<file path="src/sar_adc_pkg.sv">
// Package for the successive-approximation converter control block.
package sar_adc_pkg;
  localparam int DATA_W = 32;
  localparam int RES_W = 10;
  // Byte addresses of the register words.
  localparam logic [11:0] OFS_CTRL0 = 12'h000;
  localparam logic [11:0] OFS_CTRL1 = 12'h004;
  localparam logic [11:0] OFS_RES_HIGH = 12'h008;
  localparam logic [11:0] OFS_RES_LOW = 12'h00C;
  localparam logic [11:0] OFS_FLAG = 12'h010;
  localparam logic [11:0] OFS_IRQ_EN = 12'h014;
  localparam logic [11:0] OFS_VREF = 12'h018;
  localparam logic [11:0] OFS_MODE = 12'h01C;
  // Control word 0 fields.
  localparam int C0_ENABLE = 0;
  localparam int C0_GO = 1;
  localparam int C0_CHAN_LSB = 2;
  localparam int CHAN_W = 5;
  // Control word 1 fields.
  localparam int C1_REF_LSB = 0;
  localparam int C1_CLK_LSB = 4;
  localparam int C1_JUSTIFY = 7;
  localparam int VREF_MASK_W = 8;
  localparam logic [7:0] VREF_RW_MASK = 8'hB3;
  localparam logic [7:0] VREF_READY_BIT = 8'h40;
  // Clock-select codes; low two bits 11 pick the RC oscillator.
  localparam logic [1:0] CLK_RC_LOW = 2'h3;
  // Channel codes.
  localparam logic [4:0] CH_TEMP = 5'h1D;
  localparam logic [4:0] CH_FIXED_REF = 5'h1F;
  localparam logic [4:0] CH_REF_NEG = 5'h1B;
  localparam logic [4:0] CH_REF_POS = 5'h1A;
  localparam logic [4:0] CH_PIN_HI = 5'h13;
  localparam logic [4:0] CH_PIN_LO8 = 5'h08;
  localparam logic [4:0] CH_PIN_LO = 5'h04;
  localparam logic [1:0] REF_RESERVED = 2'h1;
  // Half bit-periods of a whole conversion: three overhead halves plus ten bits.
  localparam int HALF_STEPS = 23;
  localparam int STEP_W = 5;
  localparam int DIV_W = 7;
  // AHB-Lite transfer types and sizes.
  localparam logic [1:0] HTRANS_NONSEQ = 2'h2;
  localparam logic [2:0] HSIZE_WORD = 3'h2;

  typedef enum logic [1:0] {ST_IDLE, ST_DELAY, ST_CONVERT} conv_state_t;

  typedef struct packed {
    logic [CHAN_W-1:0] channel;
    logic mux_connect;
    logic [1:0] pos_ref;
  } analog_ctl_t;
endpackage : sar_adc_pkg

</file>
<file path="src/sar_adc_control.sv">
// Control logic of a 10-bit successive-approximation converter.
`timescale 1ns/1ps
`default_nettype none
module sar_adc_control #(
  parameter int INSTR_CYCLES = 4
) (
  input wire logic SYS_CLK,
  input wire logic RST_N,
  input wire logic HSEL,
  input wire logic [31:0] HADDR,
  input wire logic [1:0] HTRANS,
  input wire logic HWRITE,
  input wire logic [2:0] HSIZE,
  input wire logic [31:0] HWDATA,
  input wire logic HREADY,
  output logic [31:0] HRDATA,
  output logic HREADYOUT,
  output logic HRESP,
  input wire logic RC_TICK,
  input wire logic SLEEP_REQ,
  input wire logic COMPARE_HIGH,
  output sar_adc_pkg::analog_ctl_t ANALOG_CTL,
  output logic [sar_adc_pkg::RES_W-1:0] DAC_CODE,
  output logic SAMPLE,
  output logic CONV_IRQ,
  output logic WAKE_REQ
);
  import sar_adc_pkg::*;
  // The start delay counter holds INSTR_CYCLES - 1 in eight bits.
  if (INSTR_CYCLES < 1 || INSTR_CYCLES > 255) begin : g_bad_cycles
    $error("INSTR_CYCLES out of range");
  end
  ////////////////////////////////////////////////////////////////////////////
  // Pin synchronisers.
  logic [2:0] sync1_ff;
  logic [2:0] sync2_ff;
  logic rc_prev_ff;
  always_ff @(posedge SYS_CLK or negedge RST_N) begin
    if (!RST_N) begin
      sync1_ff <= 3'h0;
      sync2_ff <= 3'h0;
      rc_prev_ff <= 1'b0;
    end else begin
      sync1_ff <= {RC_TICK, SLEEP_REQ, COMPARE_HIGH};
      sync2_ff <= sync1_ff;
      rc_prev_ff <= sync2_ff[2];
    end
  end
  logic rc_edge;
  logic sleep_s;
  logic cmp_s;
  assign rc_edge = sync2_ff[2] & ~rc_prev_ff;
  assign sleep_s = sync2_ff[1];
  assign cmp_s = sync2_ff[0];

  ////////////////////////////////////////////////////////////////////////////
  // Bus slave, no wait states; a read just behind a write sees old data.
  logic [11:0] addr_ff;
  logic wr_ff;
  logic take;
  assign take = HSEL & HREADY & (HTRANS == HTRANS_NONSEQ) &
                (HSIZE == HSIZE_WORD);
  always_ff @(posedge SYS_CLK or negedge RST_N) begin
    if (!RST_N) begin
      addr_ff <= 12'h000;
      wr_ff <= 1'b0;
    end else begin
      addr_ff <= HADDR[11:0];
      wr_ff <= take & HWRITE;
    end
  end
  assign HREADYOUT = 1'b1;
  assign HRESP = 1'b0;
  function automatic logic hit(input logic [11:0] a, input logic [11:0] o);
    hit = (a == o);
  endfunction : hit
  logic enable_ff;
  logic go_ff;
  logic [CHAN_W-1:0] chan_ff;
  logic [1:0] ref_ff;
  logic [2:0] clk_sel_ff;
  logic justify_ff;
  logic flag_ff;
  logic irq_en_ff;
  logic [7:0] vref_ff;
  logic [RES_W-1:0] result_ff;
  conv_state_t state_ff;
  logic done_evt;
  logic abort_evt;
  logic sleep_off;
  logic [RES_W-1:0] part_val;
  logic wr0;
  assign wr0 = wr_ff & hit(addr_ff, OFS_CTRL0);

  always_ff @(posedge SYS_CLK or negedge RST_N) begin
    if (!RST_N) begin
      enable_ff <= 1'b0;
      chan_ff <= 5'h00;
    end else if (wr0) begin
      enable_ff <= HWDATA[C0_ENABLE];
      chan_ff <= HWDATA[C0_CHAN_LSB +: CHAN_W];
    end
  end

  always_ff @(posedge SYS_CLK or negedge RST_N) begin
    if (!RST_N) begin
      go_ff <= 1'b0;
    end else if (done_evt || sleep_off) begin
      go_ff <= 1'b0;
    end else if (wr0) begin
      go_ff <= HWDATA[C0_GO] & enable_ff;
    end
  end

  always_ff @(posedge SYS_CLK or negedge RST_N) begin
    if (!RST_N) begin
      ref_ff <= 2'h0;
      clk_sel_ff <= 3'h0;
      justify_ff <= 1'b0;
      irq_en_ff <= 1'b0;
      vref_ff <= 8'h00;
    end else begin
      if (wr_ff && hit(addr_ff, OFS_CTRL1)) begin
        ref_ff <= HWDATA[C1_REF_LSB +: 2];
        clk_sel_ff <= HWDATA[C1_CLK_LSB +: 3];
        justify_ff <= HWDATA[C1_JUSTIFY];
      end
      if (wr_ff && hit(addr_ff, OFS_IRQ_EN)) begin
        irq_en_ff <= HWDATA[0];
      end
      if (wr_ff && hit(addr_ff, OFS_VREF)) begin
        vref_ff <= HWDATA[VREF_MASK_W-1:0] & VREF_RW_MASK;
      end
    end
  end

  always_ff @(posedge SYS_CLK or negedge RST_N) begin
    if (!RST_N) begin
      flag_ff <= 1'b0;
    end else if (done_evt) begin
      flag_ff <= 1'b1;
    end else if (wr_ff && hit(addr_ff, OFS_FLAG) && !HWDATA[0]) begin
      flag_ff <= 1'b0;
    end
  end

  ////////////////////////////////////////////////////////////////////////////
  // Conversion clock and sequencer.
  logic rc_sel;
  logic [DIV_W-1:0] div_ff;
  logic [DIV_W-1:0] half_len;
  assign rc_sel = (clk_sel_ff[1:0] == CLK_RC_LOW);
  assign half_len = DIV_W'(1) << {clk_sel_ff[1:0], clk_sel_ff[2]};
  logic half_tick;
  always_ff @(posedge SYS_CLK or negedge RST_N) begin
    if (!RST_N) begin
      div_ff <= 7'h00;
    end else if (state_ff != ST_CONVERT || half_tick) begin
      div_ff <= 7'h00;
    end else begin
      div_ff <= div_ff + 7'h01;
    end
  end
  assign half_tick = rc_sel ? rc_edge : (div_ff == half_len - 7'h01);
  assign sleep_off = sleep_s & ~rc_sel & (state_ff != ST_IDLE);
  logic [STEP_W-1:0] step_ff;
  logic [7:0] delay_ff;
  logic [RES_W-1:0] sar_ff;
  logic [3:0] bit_ff;
  assign abort_evt = wr0 & ~HWDATA[C0_GO] & (state_ff == ST_CONVERT);
  assign done_evt = (state_ff == ST_CONVERT) & half_tick &
                    (step_ff == STEP_W'(HALF_STEPS - 1));

  always_ff @(posedge SYS_CLK or negedge RST_N) begin
    if (!RST_N) begin
      state_ff <= ST_IDLE;
      step_ff <= 5'h00;
      delay_ff <= 8'h00;
      sar_ff <= 10'h000;
      bit_ff <= 4'h0;
    end else begin
      case (state_ff)
        ST_IDLE: begin
          if (go_ff && enable_ff && !(sleep_s && !rc_sel)) begin
            state_ff <= rc_sel ? ST_DELAY : ST_CONVERT;
            delay_ff <= 8'(INSTR_CYCLES - 1);
            step_ff <= 5'h00;
            sar_ff <= 10'h200;
            bit_ff <= 4'h9;
          end
        end
        ST_DELAY: begin
          if (!go_ff || sleep_off) begin
            state_ff <= ST_IDLE;
          end else if (delay_ff == 8'h00) begin
            state_ff <= ST_CONVERT;
          end else begin
            delay_ff <= delay_ff - 8'h01;
          end
        end
        ST_CONVERT: begin
          if (abort_evt || sleep_off || done_evt) begin
            state_ff <= ST_IDLE;
          end else if (half_tick) begin
            step_ff <= step_ff + 5'h01;
            if (step_ff[0] == 1'b0 && step_ff != 5'h00) begin
              sar_ff[bit_ff] <= cmp_s;
              if (bit_ff != 4'h0) begin
                sar_ff[bit_ff - 4'h1] <= 1'b1;
                bit_ff <= bit_ff - 4'h1;
              end
            end
          end
        end
        default: state_ff <= ST_IDLE;
      endcase
    end
  end

  always_comb begin
    part_val = sar_ff;
    for (int i = 0; i < RES_W; i++) begin
      if (i <= int'(bit_ff)) begin
        part_val[i] = (bit_ff == 4'h9) ? 1'b0 : sar_ff[bit_ff + 4'h1];
      end
    end
  end

  always_ff @(posedge SYS_CLK or negedge RST_N) begin
    if (!RST_N) begin
      result_ff <= 10'h000;
    end else if (done_evt) begin
      // The last bit landed two half steps ago, so the trial word is final.
      result_ff <= sar_ff;
    end else if (abort_evt) begin
      result_ff <= part_val;
    end
  end

  ////////////////////////////////////////////////////////////////////////////
  // Analog controls and read mux.
  always_ff @(posedge SYS_CLK or negedge RST_N) begin
    if (!RST_N) begin
      ANALOG_CTL <= '0;
      DAC_CODE <= 10'h000;
      SAMPLE <= 1'b0;
    end else begin
      ANALOG_CTL.channel <= chan_ff;
      ANALOG_CTL.mux_connect <= enable_ff & valid_chan(chan_ff);
      ANALOG_CTL.pos_ref <= ref_ff;
      DAC_CODE <= sar_ff;
      SAMPLE <= (state_ff != ST_CONVERT) & enable_ff & valid_chan(chan_ff);
    end
  end

  function automatic logic valid_chan(input logic [4:0] c);
    valid_chan = (c <= CH_PIN_LO) || (c >= CH_PIN_LO8 && c <= CH_PIN_HI) ||
                 c == CH_REF_POS || c == CH_REF_NEG || c == CH_TEMP ||
                 c == CH_FIXED_REF;
  endfunction : valid_chan
  logic [15:0] pair;
  assign pair = justify_ff ? {6'h00, result_ff} : {result_ff, 6'h00};
  logic [31:0] rdata;
  always_comb begin
    rdata = 32'h0000_0000;
    case (HADDR[11:0])
      OFS_CTRL0: rdata[7:0] = {1'b0, chan_ff, go_ff, enable_ff};
      OFS_CTRL1: rdata[7:0] = {justify_ff, clk_sel_ff, 2'h0, ref_ff};
      OFS_RES_HIGH: rdata[7:0] = pair[15:8];
      OFS_RES_LOW: rdata[7:0] = pair[7:0];
      OFS_FLAG: rdata[0] = flag_ff;
      OFS_IRQ_EN: rdata[0] = irq_en_ff;
      OFS_VREF: rdata[7:0] = vref_ff | VREF_READY_BIT;
      OFS_MODE: rdata[2:0] = {sleep_s, 2'(state_ff)};
      default: rdata = 32'h0000_0000;
    endcase
  end
  // Registered at the address phase so that it stands in the data phase.
  always_ff @(posedge SYS_CLK or negedge RST_N) begin
    if (!RST_N) begin
      HRDATA <= 32'h0000_0000;
    end else begin
      HRDATA <= (take && !HWRITE) ? rdata : 32'h0000_0000;
    end
  end
  always_ff @(posedge SYS_CLK or negedge RST_N) begin
    if (!RST_N) begin
      CONV_IRQ <= 1'b0;
      WAKE_REQ <= 1'b0;
    end else begin
      CONV_IRQ <= flag_ff & irq_en_ff;
      WAKE_REQ <= flag_ff & irq_en_ff & sleep_s;
    end
  end
endmodule : sar_adc_control
`default_nettype wire

</file>
<file path="config.mk">
export PLATFORM = sky130hd
export DESIGN_NAME = sar_adc_control
export DESIGN_NICKNAME = d
export VERILOG_FILES = /design/src/sar_adc_pkg.sv /design/src/sar_adc_control.sv
export SDC_FILE = /design/constraint.sdc
export NUM_CORES = 1
export LEC_CHECK = 0
export CAP_MARGIN = 0
export CORE_AREA = 2 2 125 127
export DETAILED_ROUTE_END_ITERATION = 8
export DIE_AREA = 0 0 127 129
export DONT_BUFFER_PORTS = 1
export SLEW_MARGIN = 20
export SYNTH_ARGS = -nofsm -noshare
export SYNTH_HDL_FRONTEND = slang
export SYNTH_SLANG_ARGS = --single-unit
</file>
<file path="constraint.sdc">
create_clock -name SYS_CLK -period 4.44 [get_ports SYS_CLK]
set_input_delay 0.222 -clock SYS_CLK [delete_from_list [all_inputs] [get_ports SYS_CLK]]
set_output_delay 0.222 -clock SYS_CLK [all_outputs]
set_load 0.1 [all_outputs]
</file>
==> metrics.yaml <==
die:
  die_h_um: 129
  start_util_pct: 39.7
  io_pins: 132
  die_area_um2: 16400
  fp.coreArea_um2: 15000
  rows: 45
  die_x_um: 127
cells_and_area:
  diodes: 0
  multiInputGateArea_um2: 2740
  nFillCells: 1411
  area_growth_pct: 15.0
  drive_gt1_share_pct: 11.0
  register_area_um2: 2880
  final_cells: 806
  fin_nets: 696
hold_path:
  hp-class: "in2reg"
  holdPathStages: 2
route:
  ant_nets: 0
  dr_total_vias: 4473
  via_per_inst: 5.55
  totalWireLength_mm: 14.0
  drt_iter0_markers: 383
  drc: 0
  post_drt_wl_per_cell_um: 17.4
  dr.pass1.iters: 5
setup_path:
  worstRegToRegCells: 11
  crit_path_end_kind: "flop"
  critical_path.startpoint_type: "flop"
  worstPathRequired_ns: 4.71
  critPathMaxFanout: 15
  crit_arrival_ns: 3.69
  critPathKind: "reg2reg"
clocking:
  clock_sinks: 115
  cts_setup_buffers: 0
  post_cts_resized: 0
  htreeDepth: 4
  numCtsBuffers: 17
  hold_buffers: 26
  cts-root-buf: "clkbuf_16"
  cts_tree: "built"
  clkTransAtPathRegs_ns: 0.05
  clockBufferDepth: 2
  clock_latency_ns: 0.41
timing:
  clock_skew_ns: 0.00766
  setup_ws_ns: 1.02
  rsz0062_at_grt: "no"
  fmax_mhz: 292
  min_period_over_period_pct: 77.1
  worstMarginPinSlew_ns: 0.895
  slew_viol_final: 0
  fin_crit_ns: 3.42
  fin_setup_tns_ns: 0
  setup_viol: 0
  maxSlewHeadroom_pct: 40.3
  finalHoldViolCount: 0
synthesis:
  synthXorXnorAreaFrac_pct: 2.06
  synth_cells: 593
  synth_cell_types: 69
  muxShareOfSynthArea_pct: 5.20
  ys_seq_area_share_pct: 48.4
  yosysWarningCount: 0
  ys.flop_type: "dfrtp_1"
  synthesis.area_um2: 5940
  synth.top_cells.by_count: "115 x dfrtp_1, 60 x nor2_1, 36 x nand2_1"
  synth-edff-count: 0
  synth.most_common_cell: "dfrtp_1"
  ys_seq_elements: 115
  synth_top_area_cell: "dfrtp_1"
  async_flop_share_pct: 100
  synth_compound_area_share_pct: 16.7
  synthAdderAreaFrac_pct: 2.74
  synth_top_area_share_pct: 48.4
  synth_area_per_cell_um2: 10.0
  synthSimpleGateAreaFrac_pct: 17.8
  ys_top_cells_by_area: "dfrtp_1 48%, nor2_1 3.8%, mux2_2 3.6%"
  synth_top_family_by_area: "simple AND/OR/NAND/NOR gates"
power_and_ir_drop:
  power_uw: 2650
  ir_drop_v: 0.000309
  p_leak_uw: 0.00295
  power.density_nw_per_um2: 387
global_route:
  grt_use_met2_pct: 27.7
  grt_start_max_net_pins: 116
  grt_util_all_layers_pct: 18.1
  grt_pass1_wl_mm: 23.2
  antenna_found_initial: 0
  gr-total-overflow: 0
  grtUsageMet3_pct: 5.16
  grt_pass1_vias: 4407
  grt_use_met1_pct: 24.5
  grt.busiest_layer: "met2"
placed_design:
  dp_cells: 748
  port_buffers: 0
  dpl.hpwl_mm: 9.52
  gp_congestion: 0.816
  place_ws_ns: 0.871
job:
  maxCapViolations: 0
status:
  status: "complete, no violations"
[cell usage in the layout (no fill, tap or decap), types with 7 or more instances in the layout]
cell / count
nand2b_1: 11
inv_1: 21
nor2_1: 60
nand3_1: 16
a22o_1: 7
mux2_2: 19
a21oi_1: 21
nor3_1: 7
a31oi_1: 9
conb_1: 26
nor2b_1: 9
o21ai_0: 33
or2_2: 8
clkbuf_16: 17
a21boi_0: 7
ha_1: 13
a221o_1: 7
nand2_1: 36
xnor2_1: 7
xor2_1: 7
nor4_1: 12
dfrtp_1: 115
dlygate4sd3_1: 25
[power by group]
part           switching (uW)  internal, uW  total (uW)
combinational             134          32.2         166
clock                     455           920        1380
sequential               39.1          1060        1100
[critical path, cell delays in order, from the launching register on]
cell and delay (ns):
dfrtp_1 0.53, nor2_1 0.24, nand2_1 0.08, ha_1 0.30
xor2_1 0.19, a21o_1 0.20, a2111oi_4 0.44, o211ai_1 0.18
o211ai_1 0.25, buf_4 0.27, or2_0 0.44, a211oi_1 0.15
[registers in the layout, summed over array words and instances (netlist names), 3 cells and up]
name        flops
result_ff      10
vref_ff         5
ANALOG_CTL      8
sar_ff         10
HRDATA          8
delay_ff        8
DAC_CODE       10
step_ff         5
sync1_ff        3
div_ff          7
sync2_ff        3
addr_ff        12
chan_ff         5
clk_sel_ff      3
bit_ff          4
[area by class of cell]
cell class / count / area share (%)
inverter: 21 / 1.15
clock buffer: 22 / 6.94
timing repair buffer: 29 / 4.39
tap: 188 / 3.44
multi-input combinational: 422 / 40.1
sequential: 115 / 42.1
clock inverter: 9 / 1.89
[metal layers]
layer,part of all wire [%],up-vias
met1,48,2195
met2,45,154
met3,5.4,22
met5,0,-
li1,-,2102
met4,1.8,0
[through the flow]
| step | instance area (um2) | util (%) | hold WS, ns |
|---|---|---|---|
| detailed placement | 5940 | 39.7 | -0.0709 |
| CTS | 6830 | 45.6 | 0.00499 |
| global route | 6830 | 45.6 | 0.0285 |
| finish | 6830 | 45.6 | 0.0266 |
| global placement | 5940 | 39.7 | -0.0706 |
| floorplan | 6030 | - | -0.0736 |
[logic make-up after synthesis]
logic type      count (synthesis)
other cells                     2
compound gates                139
simple gates                  204
mux                            26
xor+xnor                       14
fa+ha+maj                      13
buf+inv                        80
flops                         115
[final timing paths]
path | slack (ns) | start | endpoint
setup reg to reg | 1.02 | clk_sel_ff[0]$_DFFE_PN0P_ | sar_ff[9]$_DFFE_PN0P_
min in group asynchronous | 0.45 | RST_N | HRDATA[4]$_DFF_PN0_
setup / recovery | 1.02 | clk_sel_ff[0]$_DFFE_PN0P_ | sar_ff[9]$_DFFE_PN0P_
hold / removal | 0.03 | HADDR[3] | HRDATA[1]$_DFF_PN0_
max in group asynchronous | 3.57 | RST_N | rc_prev_ff$_DFF_PN0_
hold reg to reg | 0.35 | sync1_ff[0]$_DFF_PN0_ | sync2_ff[0]$_DFF_PN0_
No activity file was read; power rests on OpenSTA's default activity.
